$ cat config.mk
export PLATFORM = sky130hd
export DESIGN_NAME = seau_host
export DESIGN_NICKNAME = d
export VERILOG_FILES = /design/src/seau_pkg.sv /design/src/seau_ctl_if.sv /design/src/seau_chk.sv /design/src/seau_host.sv /design/src/seau_resv.sv
export VERILOG_INCLUDE_DIRS = /design/src /design/src/src
export SDC_FILE = /design/constraint.sdc
export NUM_CORES = 1
export LEC_CHECK = 0
export ABC_AREA = 1
export BUFFER_PORTS_ARGS = -buffer_cell sky130_fd_sc_hd__buf_4
export CAP_MARGIN = 20
export CELL_PAD_IN_SITES_DETAIL_PLACEMENT = 1
export CELL_PAD_IN_SITES_GLOBAL_PLACEMENT = 1
export CORE_UTILIZATION = 25
export DETAILED_ROUTE_END_ITERATION = 16
export GPL_TIMING_DRIVEN = 0
export PLACE_DENSITY_LB_ADDON = 0.1
export SLEW_MARGIN = 20
export SYNTH_ARGS = -nofsm -noshare
export SYNTH_HDL_FRONTEND = slang
export SYNTH_SLANG_ARGS = --single-unit
$ cat constraint.sdc
create_clock -name ref_clk_in -period 2.1 [get_ports ref_clk_in]
set_clock_uncertainty 0.05 [all_clocks]
set_input_delay 0.21 -clock ref_clk_in [delete_from_list [all_inputs] [get_ports ref_clk_in]]
set_output_delay 0.21 -clock ref_clk_in [all_outputs]
set_load 0.03 [all_outputs]
$ cat src/seau_consts.svh
// Purpose: timing, register-number and field constants of the stack/exclusive issue controller
// Assumes: included by bare name before the module header and its package import
// Notes:   definitions only
`ifndef SEAU_CONSTS_SVH
`define SEAU_CONSTS_SVH

// =====================================================================
// register numbers of the core register file
`define SEAU_REG_SP      4'hd
`define SEAU_REG_LR      4'he
`define SEAU_REG_PC      4'hf

// =====================================================================
// exclusive offsets and status values
`define SEAU_OFS_MAX     10'h3fc
`define SEAU_STS_OK      1'h0
`define SEAU_STS_FAIL    1'h1

// =====================================================================
// loaded program counter: bit that must be set, and the default gap limit
`define SEAU_PC_MODE_BIT 0
`define SEAU_MAX_GAP     16
`define SEAU_GAP_SAT     8'hff

`endif

$ cat src/seau_pkg.sv
// Purpose: shared types of the stack/exclusive issue controller
// Assumes: nothing
// Notes:   constants live in seau_consts.svh
package seau_pkg;

  // =====================================================================
  // operations and sizes
  typedef enum logic [2:0] {
    OP_PUSH = 3'h0,
    OP_POP  = 3'h1,
    OP_LDX  = 3'h2,
    OP_STX  = 3'h3,
    OP_CLRX = 3'h4
  } seau_op_t;

  typedef enum logic [1:0] {
    SZ_WORD = 2'h0,
    SZ_HALF = 2'h1,
    SZ_BYTE = 2'h2
  } seau_size_t;

  // =====================================================================
  // verdicts reported to the requester
  typedef enum logic [3:0] {
    ERR_NONE     = 4'h0,
    ERR_EMPTY    = 4'h1,
    ERR_SP_LIST  = 4'h2,
    ERR_PC_PUSH  = 4'h3,
    ERR_PC_LR    = 4'h4,
    ERR_COND_POS = 4'h5,
    ERR_PC_OPND  = 4'h6,
    ERR_SP_OPND  = 4'h7,
    ERR_ALIAS    = 4'h8,
    ERR_OFFSET   = 4'h9,
    ERR_ADDR     = 4'ha,
    ERR_SIZE     = 4'hb,
    ERR_PC_BIT0  = 4'hc,
    ERR_STS      = 4'hd,
    ERR_BAD_OP   = 4'he
  } seau_err_t;

  // gray along idle -> issue -> wait -> report
  typedef enum logic [1:0] {
    S_IDLE   = 2'h0,
    S_ISSUE  = 2'h1,
    S_WAIT   = 2'h3,
    S_REPORT = 2'h2
  } seau_state_t;

  function automatic logic seau_is_excl(input seau_op_t op);
    return (op == OP_LDX) || (op == OP_STX);
  endfunction

endpackage

$ cat src/seau_ctl_if.sv
// Purpose: links the top with its legality checker and reservation tracker
// Assumes: one clock domain
// Notes:   no clocking block
`timescale 1ns/1ps
`default_nettype none
interface seau_ctl_if;
  import seau_pkg::*;

  seau_op_t    op;
  logic [15:0] reglist;
  logic [3:0]  base;
  logic [3:0]  xfer;
  logic [3:0]  stat;
  logic [9:0]  offset;
  seau_size_t  size;
  logic        cond;
  logic        last;
  logic [31:0] addr;
  seau_err_t   err;
  logic        set;
  logic        clr;
  logic        tick;
  logic [31:0] rec_addr;
  seau_size_t  rec_size;
  logic        resv_vld;
  logic [31:0] resv_addr;
  seau_size_t  resv_size;
  logic        gap_over;

  modport chk (input op, reglist, base, xfer, stat, offset, size, cond, last, addr,
               resv_vld, resv_addr, resv_size, output err);
  modport resv (input set, clr, tick, rec_addr, rec_size,
                output resv_vld, resv_addr, resv_size, gap_over);
  modport top (output op, reglist, base, xfer, stat, offset, size, cond, last, addr,
               set, clr, tick, rec_addr, rec_size,
               input err, resv_vld, resv_addr, resv_size, gap_over);
endinterface
`default_nettype wire

$ cat src/seau_chk.sv
// Purpose: judges one request before it is issued to the core
// Assumes: request fields are stable while the top samples err
// Notes:   purely combinational; first failing test wins
`timescale 1ns/1ps
`default_nettype none
`include "seau_consts.svh"
module seau_chk
  import seau_pkg::*;
(
  seau_ctl_if.chk c
);

  // =====================================================================
  // legality tests
  always_comb begin
    c.err = ERR_NONE;
    case (c.op)
      OP_PUSH, OP_POP: begin
        if (c.reglist == 16'h0000) begin
          c.err = ERR_EMPTY;
        end else if (c.reglist[`SEAU_REG_SP]) begin
          c.err = ERR_SP_LIST;
        end else if (c.op == OP_PUSH && c.reglist[`SEAU_REG_PC]) begin
          c.err = ERR_PC_PUSH;
        end else if (c.op == OP_POP && c.reglist[`SEAU_REG_PC] && c.reglist[`SEAU_REG_LR]) begin
          c.err = ERR_PC_LR;
        end else if (c.op == OP_POP && c.reglist[`SEAU_REG_PC] && c.cond && !c.last) begin
          c.err = ERR_COND_POS;
        end
      end
      OP_LDX, OP_STX: begin
        if (c.base == `SEAU_REG_PC || c.xfer == `SEAU_REG_PC ||
            (c.op == OP_STX && c.stat == `SEAU_REG_PC)) begin
          c.err = ERR_PC_OPND;
        end else if (c.xfer == `SEAU_REG_SP || (c.op == OP_STX && c.stat == `SEAU_REG_SP)) begin
          c.err = ERR_SP_OPND;
        end else if (c.op == OP_STX && c.size == SZ_WORD &&
                     (c.stat == c.xfer || c.stat == c.base)) begin
          c.err = ERR_ALIAS;
        end else if (c.offset[1:0] != 2'h0 || c.offset > `SEAU_OFS_MAX ||
                     (c.size != SZ_WORD && c.offset != 10'h000)) begin
          c.err = ERR_OFFSET;
        end else if (c.op == OP_STX && c.resv_vld && c.addr != c.resv_addr) begin
          c.err = ERR_ADDR;
        end else if (c.op == OP_STX && c.resv_vld && c.size != c.resv_size) begin
          c.err = ERR_SIZE;
        end
      end
      OP_CLRX: begin
        c.err = ERR_NONE;
      end
      default: begin
        c.err = ERR_BAD_OP;
      end
    endcase
  end

endmodule // seau_chk
`default_nettype wire

$ cat src/seau_host.sv
// Purpose: issues stack and exclusive instructions to the core, refusing illegal forms
// Assumes: core pins are asynchronous to ref_clk_in; core holds accept and done until seen
// Notes:   one instruction in flight; status and loaded pc ride with done through the same syncs
`timescale 1ns/1ps
`default_nettype none
`include "seau_consts.svh"
module seau_host
  import seau_pkg::*;
#(
  parameter int MAX_GAP = `SEAU_MAX_GAP
)(
  input  wire logic        ref_clk_in,
  input  wire logic        rst_in,
  // requester side
  input  wire logic        req_valid_in,
  output logic             req_ready_out,
  input  wire seau_op_t    req_op_in,
  input  wire logic [15:0] req_reglist_in,
  input  wire logic [3:0]  req_base_in,
  input  wire logic [3:0]  req_xfer_in,
  input  wire logic [3:0]  req_stat_in,
  input  wire logic [9:0]  req_offset_in,
  input  wire seau_size_t  req_size_in,
  input  wire logic        req_cond_in,
  input  wire logic        req_last_in,
  input  wire logic [31:0] req_addr_in,
  output logic             done_out,
  output seau_err_t        err_code_out,
  output logic             store_exclusive_word_status_out,
  output logic             branch_vld_out,
  output logic [31:0]      branch_target_out,
  output logic             gap_warn_out,
  // core side
  output logic             instr_valid_out,
  output seau_op_t         instr_op_out,
  output logic [15:0]      instr_reglist_out,
  output logic [3:0]       instr_base_out,
  output logic [3:0]       instr_xfer_out,
  output logic [3:0]       instr_stat_out,
  output logic [9:0]       instr_offset_out,
  output seau_size_t       instr_size_out,
  output logic             instr_cond_out,
  input  wire logic        core_accept_in,
  input  wire logic        core_done_in,
  input  wire logic        core_status_in,
  input  wire logic [31:0] core_pc_value_in
);

  // =====================================================================
  // state
  typedef struct packed {
    seau_state_t st;
    seau_op_t    op;
    logic [15:0] reglist;
    logic [3:0]  base;
    logic [3:0]  xfer;
    logic [3:0]  stat;
    logic [9:0]  offset;
    seau_size_t  size;
    logic        cond;
    logic        last;
    logic [31:0] addr;
    logic        done;
    seau_err_t   err;
    logic        status;
    logic        br_vld;
    logic [31:0] br_tgt;
    logic        gap_warn;
    logic        acc_m;
    logic        acc_s;
    logic        fin_m;
    logic        fin_s;
    logic        sts_m;
    logic        sts_s;
    logic [31:0] pcv_m;
    logic [31:0] pcv_s;
  } seau_host_st_t;

  seau_host_st_t q_ff;
  seau_host_st_t nxt_q;
  seau_ctl_if    ctl ();

  // =====================================================================
  // helpers
  seau_chk u_chk (
    .c (ctl.chk)
  );

  seau_resv #(
    .MAX_GAP (MAX_GAP)
  ) u_resv (
    .ref_clk_in (ref_clk_in),
    .rst_in     (rst_in),
    .r          (ctl.resv)
  );

  assign ctl.op       = req_op_in;
  assign ctl.reglist  = req_reglist_in;
  assign ctl.base     = req_base_in;
  assign ctl.xfer     = req_xfer_in;
  assign ctl.stat     = req_stat_in;
  assign ctl.offset   = req_offset_in;
  assign ctl.size     = req_size_in;
  assign ctl.cond     = req_cond_in;
  assign ctl.last     = req_last_in;
  assign ctl.addr     = req_addr_in;
  assign ctl.rec_addr = q_ff.addr;
  assign ctl.rec_size = q_ff.size;

  // =====================================================================
  // sequencer
  always_comb begin
    nxt_q = q_ff;
    nxt_q.done  = 1'b0;
    ctl.set  = 1'b0;
    ctl.clr  = 1'b0;
    ctl.tick = 1'b0;
    // pins are asynchronous: two flops before any use
    nxt_q.acc_m = core_accept_in;
    nxt_q.acc_s = q_ff.acc_m;
    nxt_q.fin_m = core_done_in;
    nxt_q.fin_s = q_ff.fin_m;
    nxt_q.sts_m = core_status_in;
    nxt_q.sts_s = q_ff.sts_m;
    nxt_q.pcv_m = core_pc_value_in;
    nxt_q.pcv_s = q_ff.pcv_m;
    case (q_ff.st)
      S_IDLE: begin
        if (req_valid_in) begin
          nxt_q.op       = req_op_in;
          nxt_q.reglist  = req_reglist_in;
          nxt_q.base     = req_base_in;
          nxt_q.xfer     = req_xfer_in;
          nxt_q.stat     = req_stat_in;
          nxt_q.offset   = req_offset_in;
          nxt_q.size     = req_size_in;
          nxt_q.cond     = req_cond_in;
          nxt_q.last     = req_last_in;
          nxt_q.addr     = req_addr_in;
          nxt_q.br_vld   = 1'b0;
          nxt_q.status   = `SEAU_STS_OK;
          nxt_q.err      = ctl.err;
          nxt_q.gap_warn = (req_op_in == OP_STX) && ctl.gap_over;
          if (ctl.err != ERR_NONE) begin
            // refused: nothing reaches the core
            nxt_q.done = 1'b1;
            nxt_q.st   = S_REPORT;
          end else begin
            nxt_q.st = S_ISSUE;
          end
        end
      end
      S_ISSUE: begin
        if (q_ff.acc_s) begin
          nxt_q.st = S_WAIT;
        end
      end
      S_WAIT: begin
        if (q_ff.fin_s) begin
          nxt_q.st   = S_REPORT;
          nxt_q.done = 1'b1;
          case (q_ff.op)
            OP_LDX: begin
              ctl.set = 1'b1;
            end
            OP_STX: begin
              ctl.clr       = 1'b1;
              nxt_q.status  = q_ff.sts_s;
              // a cleared reservation can only end in failure
              if (!ctl.resv_vld && q_ff.sts_s == `SEAU_STS_OK) begin
                nxt_q.err = ERR_STS;
              end
            end
            OP_CLRX: begin
              ctl.clr = 1'b1;
            end
            OP_POP: begin
              ctl.tick = 1'b1;
              if (q_ff.reglist[`SEAU_REG_PC]) begin
                if (!q_ff.pcv_s[`SEAU_PC_MODE_BIT]) begin
                  nxt_q.err = ERR_PC_BIT0;
                end else begin
                  nxt_q.br_vld = 1'b1;
                  nxt_q.br_tgt = {q_ff.pcv_s[31:1], 1'b0};
                end
              end
            end
            default: begin
              ctl.tick = 1'b1;
            end
          endcase
        end
      end
      S_REPORT: begin
        nxt_q.st = S_IDLE;
      end
      default: begin
        nxt_q.st = S_IDLE;
      end
    endcase
  end

  always_ff @(posedge ref_clk_in) begin
    if (rst_in) begin
      q_ff <= '0;
    end else begin
      q_ff <= nxt_q;
    end
  end

  // =====================================================================
  // outputs
  assign req_ready_out     = (q_ff.st == S_IDLE);
  assign instr_valid_out   = (q_ff.st == S_ISSUE);
  assign instr_op_out      = q_ff.op;
  assign instr_reglist_out = q_ff.reglist;
  assign instr_base_out    = q_ff.base;
  assign instr_xfer_out    = q_ff.xfer;
  assign instr_stat_out    = q_ff.stat;
  assign instr_offset_out  = q_ff.offset;
  assign instr_size_out    = q_ff.size;
  assign instr_cond_out    = q_ff.cond;
  assign done_out          = q_ff.done;
  assign err_code_out      = q_ff.err;
  assign store_exclusive_word_status_out  = q_ff.status;
  assign branch_vld_out    = q_ff.br_vld;
  assign branch_target_out = q_ff.br_tgt;
  assign gap_warn_out      = q_ff.gap_warn;

  // =====================================================================
  // checks
  a_list_no_sp:
  assert property (@(posedge ref_clk_in) disable iff (rst_in)
    instr_valid_out && !seau_is_excl(instr_op_out) && instr_op_out != OP_CLRX
    |-> !instr_reglist_out[`SEAU_REG_SP])
    else $error("stack list holds stack pointer");
  a_push_no_pc:
  assert property (@(posedge ref_clk_in) disable iff (rst_in)
    instr_valid_out && instr_op_out == OP_PUSH |-> !instr_reglist_out[`SEAU_REG_PC])
    else $error("push list holds program counter");
  a_pop_pc_lr:
  assert property (@(posedge ref_clk_in) disable iff (rst_in)
    instr_valid_out && instr_op_out == OP_POP && instr_reglist_out[`SEAU_REG_PC]
    |-> !instr_reglist_out[`SEAU_REG_LR])
    else $error("pop lists both pc and link register");
  a_cond_pop_last:
  assert property (@(posedge ref_clk_in) disable iff (rst_in)
    instr_valid_out && instr_op_out == OP_POP && instr_reglist_out[`SEAU_REG_PC] && instr_cond_out
    |-> q_ff.last)
    else $error("conditional pc pop not last in block");
  a_excl_no_pc:
  assert property (@(posedge ref_clk_in) disable iff (rst_in)
    instr_valid_out && seau_is_excl(instr_op_out)
    |-> instr_base_out != `SEAU_REG_PC && instr_xfer_out != `SEAU_REG_PC && instr_xfer_out != `SEAU_REG_SP)
    else $error("exclusive operand uses pc or sp");
  a_store_exclusive_word_alias:
  assert property (@(posedge ref_clk_in) disable iff (rst_in)
    instr_valid_out && instr_op_out == OP_STX && instr_size_out == SZ_WORD
    |-> instr_stat_out != instr_xfer_out && instr_stat_out != instr_base_out)
    else $error("store status register aliases an operand");
  a_offset_range:
  assert property (@(posedge ref_clk_in) disable iff (rst_in)
    instr_valid_out && seau_is_excl(instr_op_out)
    |-> instr_offset_out[1:0] == 2'h0 && instr_offset_out <= `SEAU_OFS_MAX)
    else $error("exclusive offset out of range");
  a_pair_addr:
  assert property (@(posedge ref_clk_in) disable iff (rst_in)
    instr_valid_out && instr_op_out == OP_STX && ctl.resv_vld
    |-> q_ff.addr == ctl.resv_addr && instr_size_out == ctl.resv_size)
    else $error("store exclusive does not match reservation");
  a_pc_bit0:
  assert property (@(posedge ref_clk_in) disable iff (rst_in)
    q_ff.st == S_WAIT && q_ff.fin_s && q_ff.op == OP_POP && q_ff.reglist[`SEAU_REG_PC]
    |=> done_out && (branch_vld_out == q_ff.pcv_s[0]) && !branch_target_out[0])
    else $error("loaded pc not judged");
  a_refused_report:
  assert property (@(posedge ref_clk_in) disable iff (rst_in)
    req_ready_out && req_valid_in && ctl.err != ERR_NONE
    |=> done_out && !instr_valid_out ##1 req_ready_out)
    else $error("refused request not reported");

endmodule // seau_host
`default_nettype wire

$ cat src/seau_resv.sv
// Purpose: host copy of the core's exclusive reservation and the gap since it
// Assumes: set and clr never arrive together
// Notes:   gap counter saturates so a stale reservation keeps warning
`timescale 1ns/1ps
`default_nettype none
`include "seau_consts.svh"
module seau_resv
  import seau_pkg::*;
#(
  parameter int MAX_GAP = `SEAU_MAX_GAP
)(
  input wire logic ref_clk_in,
  input wire logic rst_in,
  seau_ctl_if.resv r
);

  if (MAX_GAP < 1 || MAX_GAP > 254) begin : g_bad_gap
    $error("seau_resv: MAX_GAP must lie in 1..254");
  end

  typedef struct packed {
    logic        vld;
    logic [31:0] addr;
    seau_size_t  size;
    logic [7:0]  gap;
  } seau_resv_st_t;

  seau_resv_st_t q_ff;
  seau_resv_st_t nxt_q;

  // =====================================================================
  // reservation update
  always_comb begin
    nxt_q = q_ff;
    if (r.tick && q_ff.vld && q_ff.gap != `SEAU_GAP_SAT) begin
      nxt_q.gap = q_ff.gap + 8'h01;
    end
    if (r.clr) begin
      nxt_q.vld = 1'b0;
    end
    if (r.set) begin
      nxt_q.vld  = 1'b1;
      nxt_q.addr = r.rec_addr;
      nxt_q.size = r.rec_size;
      nxt_q.gap  = 8'h00;
    end
  end

  always_ff @(posedge ref_clk_in) begin
    if (rst_in) begin
      q_ff <= '0;
    end else begin
      q_ff <= nxt_q;
    end
  end

  assign r.resv_vld  = q_ff.vld;
  assign r.resv_addr = q_ff.addr;
  assign r.resv_size = q_ff.size;
  assign r.gap_over  = q_ff.vld && (q_ff.gap > 8'(MAX_GAP));

  // =====================================================================
  // checks
  a_clear_drops_resv:
  assert property (@(posedge ref_clk_in) disable iff (rst_in) r.clr && !r.set |=> !r.resv_vld)
    else $error("reservation survived a clear");
  a_set_records_addr:
  assert property (@(posedge ref_clk_in) disable iff (rst_in)
    r.set |=> r.resv_vld && r.resv_addr == $past(r.rec_addr) && r.resv_size == $past(r.rec_size))
    else $error("reservation not recorded");

endmodule // seau_resv
`default_nettype wire

==> flow_metrics.env <==
export IMPL_comb_power_share_pct=27.0
export IMPL_drc=0
export IMPL_end_kind="flip-flop"
export IMPL_synth_area_um2=9380
export IMPL_hold_class="in -> reg"
export IMPL_clockPowerShare_pct=35.8
export IMPL_required_ns=2.52
export IMPL_cap_violations=0
export IMPL_ys_top_cells_by_area="dfxtp_1, nor2_1, o21ai_0"
export IMPL_tightest_slew_ns=0.741
export IMPL_root_buffer="clkbuf_16"
export IMPL_layout_nets=1724
export IMPL_cts_tree="built"
export IMPL_worstReg2RegStart="q_ff[187]$_SDFFE_PP0P_"
export IMPL_cts_sinks=230
export IMPL_die_area_um2=38300
export IMPL_synth_mux_area_share_pct=0
export IMPL_final_util_pct=37.4
export IMPL_crit_chain="ha_2 > nand2_2 > clkinv_2 > nand2_1 > nor2_1 > and3_1 > buf_4 > nand4_4 > nor2_4 > nand3_2 > or2_1 > a21oi_1"
export IMPL_cp_top_family="simple AND/OR/NAND/NOR gates"
export IMPL_synth_compound_area_share_pct=12.1
export IMPL_crit_fanout=7
export IMPL_clockBufferDepth=3
export IMPL_yosys_area_top_type="dfxtp_1"
export IMPL_cp_slowest_stage_delay_ns=0.35
export IMPL_p_leak_nw=6.35
export IMPL_synthCells=1261
export IMPL_p_per_area_nw_per_um2=1020
export IMPL_synth_top_area_share_pct=49.1
export IMPL_wl_um=30500
export IMPL_hold_path_depth=5
export IMPL_drt_iter0_markers=197
export IMPL_grt_pass1_wl_um=48400
export IMPL_hold_viol=0
export IMPL_synth_top_family_by_area="simple AND/OR/NAND/NOR gates"
export IMPL_grt_use_total_pct=15.9
export IMPL_vias=8700
export IMPL_async_flop_share_pct=0
export IMPL_yosys_cell_types_count=36
export IMPL_rsz0062_at_grt="yes"
export IMPL_status="complete, no violations"
export IMPL_power_mw=14.0
export IMPL_crit_type="reg -> reg"
export IMPL_slew_headroom_pct=50.6
export IMPL_synth_most_common_cell="nor2_1"
export IMPL_start_util_pct=25.5
export IMPL_finalWeightedCongestion=0.774
export IMPL_fin_crit_sh_pct=94.4
export IMPL_cp_slowest_cell="dfxtp_2"
export IMPL_ys_ff_latch=230
export IMPL_drv_slew=0
export IMPL_synth_simple_area_share_pct=21.2
export IMPL_synth_commonest_cells="nor2_1, dfxtp_1, o21ai_0"
export IMPL_synth_xor_area_share_pct=2.80
export IMPL_setup_ws_ns=0.118
export IMPL_p_int_mw=9.61
export IMPL_switching_share_pct=31.6
export IMPL_core_um2=36800
export IMPL_netSwitchingPower_mw=4.44
export IMPL_r2r_end="u_resv.q_ff[7]$_SDFFE_PP0P_"
export IMPL_vdd_drop_max_v=0.000604
export IMPL_std_cell_rows=70
export IMPL_wire_per_inst_um=14.6
export IMPL_dpl_hpwl_um=22100
export IMPL_grt_max_degree=15
export IMPL_yosys_area_share_adder_pct=0.667
export IMPL_grt_pass1_vias=8821
export IMPL_reg2reg_slack_ns=0.12
export IMPL_yosysWarnings=0
export IMPL_die_w_um=196
export IMPL_via_per_inst=4.15
export IMPL_hold_end="err_code_out[0]$_SDFFE_PP0P_"
export IMPL_antenna_found_initial=1
export IMPL_reg2reg_depth=12
export IMPL_synth_edf_count=0
export IMPL_final_period_minus_worst_setup_slack_ns=1.98
export IMPL_fmax_mhz=505
export IMPL_syn_nets=1381
export IMPL_die_y_um=196
export IMPL_startpoint="q_ff[187]$_SDFFE_PP0P_"
export IMPL_dp_slack_ns=-0.354
export IMPL_htreeDepth=1
export IMPL_start_kind="flip-flop"
export IMPL_cts_buffers=28
export IMPL_syn_to_final_growth_pct=46.7
export IMPL_cp_arrival_ns=2.40
export IMPL_synth_area_per_cell_um2=7.44
export IMPL_ys_flop_type="dfxtp_1"
export IMPL_seqPwrFrac_pct=37.2
export IMPL_clk_pin_slew_worst_paths_ns=0.06
export IMPL_overflow=0
export IMPL_ys_seq_area_share_pct=49.1
export IMPL_ioPinCount=201
export IMPL_drt_pass1_iterations=4
export IMPL_io_buffers=198
export IMPL_setup_viol=0
export IMPL_hp_start="req_valid_in"
export IMPL_ant_nets=0
export IMPL_clock_latency_ns=0.55
export IMPL_path_buf_inv=2
export IMPL_layout_drive_gt1_share_pct=24.1
==> power by group through the flow <==
stage	Clock, mW	Combinational, mW	Sequential, mW
2_1_floorplan	0	2.20	5.30
3_3_place_gp	0	3.53	5.30
3_5_place_dp	0	3.55	5.32
4_1_cts	5.20	3.78	5.23
5_1_grt	5.40	4.16	5.30
6_report	5.03	3.80	5.22
==> per-layer routing <==
metal	part of all wire, %	routed length (um)	vias up	GRT usage [%]
met1	48	14700	3950	21.4
met3	4.2	1280	45	2.80
met5	0	0	-	0
met2	45	13700	177	26.3
met4	2.5	759	0	4.43
li1	-	-	4528	-
==> per-stage QoR <==
stage,cell area [um2],hold WS [ns],instances,TNS [ns]
floorplan,9380,0.267,1261,0
global placement,11500,0.340,1927,-15.85
detailed placement,11500,0.345,1927,-17.40
CTS,13600,0.150,2091,0
global route,13800,0.195,2094,-0.0637
finish,13800,0.175,2094,0
==> final cells by class <==
class                      instances  area, um2
antenna                            1       2.50
tap                              468        586
buffer                           134        831
inverter                         139        523
clock buffer                      36        741
fill                            4492      23000
clock inverter                    15        218
sequential                       230       4610
timing repair buffer             313       2630
multi-input combinational        758       3630
==> worst max path at each step <==
stage,endpoint,slack (ns),cells after the start
6_report,u_resv.q_ff[7]$_SDFFE_PP0P_,0.12,12
3_5_place_dp,branch_target_out[7]$_SDFFE_PP0P_,-0.35,7
2_1_floorplan,err_code_out[0]$_SDFFE_PP0P_,0.12,10
3_3_place_gp,branch_target_out[7]$_SDFFE_PP0P_,-0.34,7
4_1_cts,done_out$_SDFF_PP0_,0.005,16
5_1_grt,u_resv.q_ff[7]$_SDFFE_PP0P_,-0.06,12
==> placed cells by master, fill, tap and decap left out, types with 23 or more instances in the layout <==
cell type / instances
nor2_1: 328
buf_4: 282
dfxtp_1: 228
o21ai_0: 156
inv_1: 136
nand2_1: 115
dlygate4sd3_1: 111
a21oi_1: 53
clkbuf_1: 37
clkbuf_16: 28
xnor2_1: 23
==> what timing repair did <==
action | CTS | global route
buffers inserted | 2 | 2
setup endpoints to repair | 101 | 113
resized for setup | 13 | 64
hold buffers | 111 | 0
pin swaps | 1 | 7
endpoints found under the hold margin | 111 | 0
==> registers in the layout (all words and copies together), names as in the netlist <==
register	count
u_resv.q_ff	8
u_resv.r.resv_addr	32
done_out	1
instr_cond_out	1
u_resv.r.resv_size	2
instr_offset_out	10
instr_base_out	4
store_exclusive_word_status_out	1
gap_warn_out	1
err_code_out	4
instr_size_out	2
instr_xfer_out	4
branch_vld_out	1
nxt_q	35
instr_reglist_out	16
instr_stat_out	4
ctl.rec_addr	32
u_resv.r.resv_vld	1
branch_target_out	31
instr_op_out	3
q_ff	37
==> cells by family after synthesis <==
logic type	count (synthesis)
flops	230
compound gates	222
simple gates	500
other cells	1
fa+ha+maj	5
buf+inv	273
xor+xnor	30
==> worst min-delay path, delay by kind of cell <==
kind | cells | cell delay (ns)
compound gates | 1 | 0.05
buf+inv | 1 | 0.12
simple gates | 3 | 0.34
No activity file was read; power rests on OpenSTA's default activity.
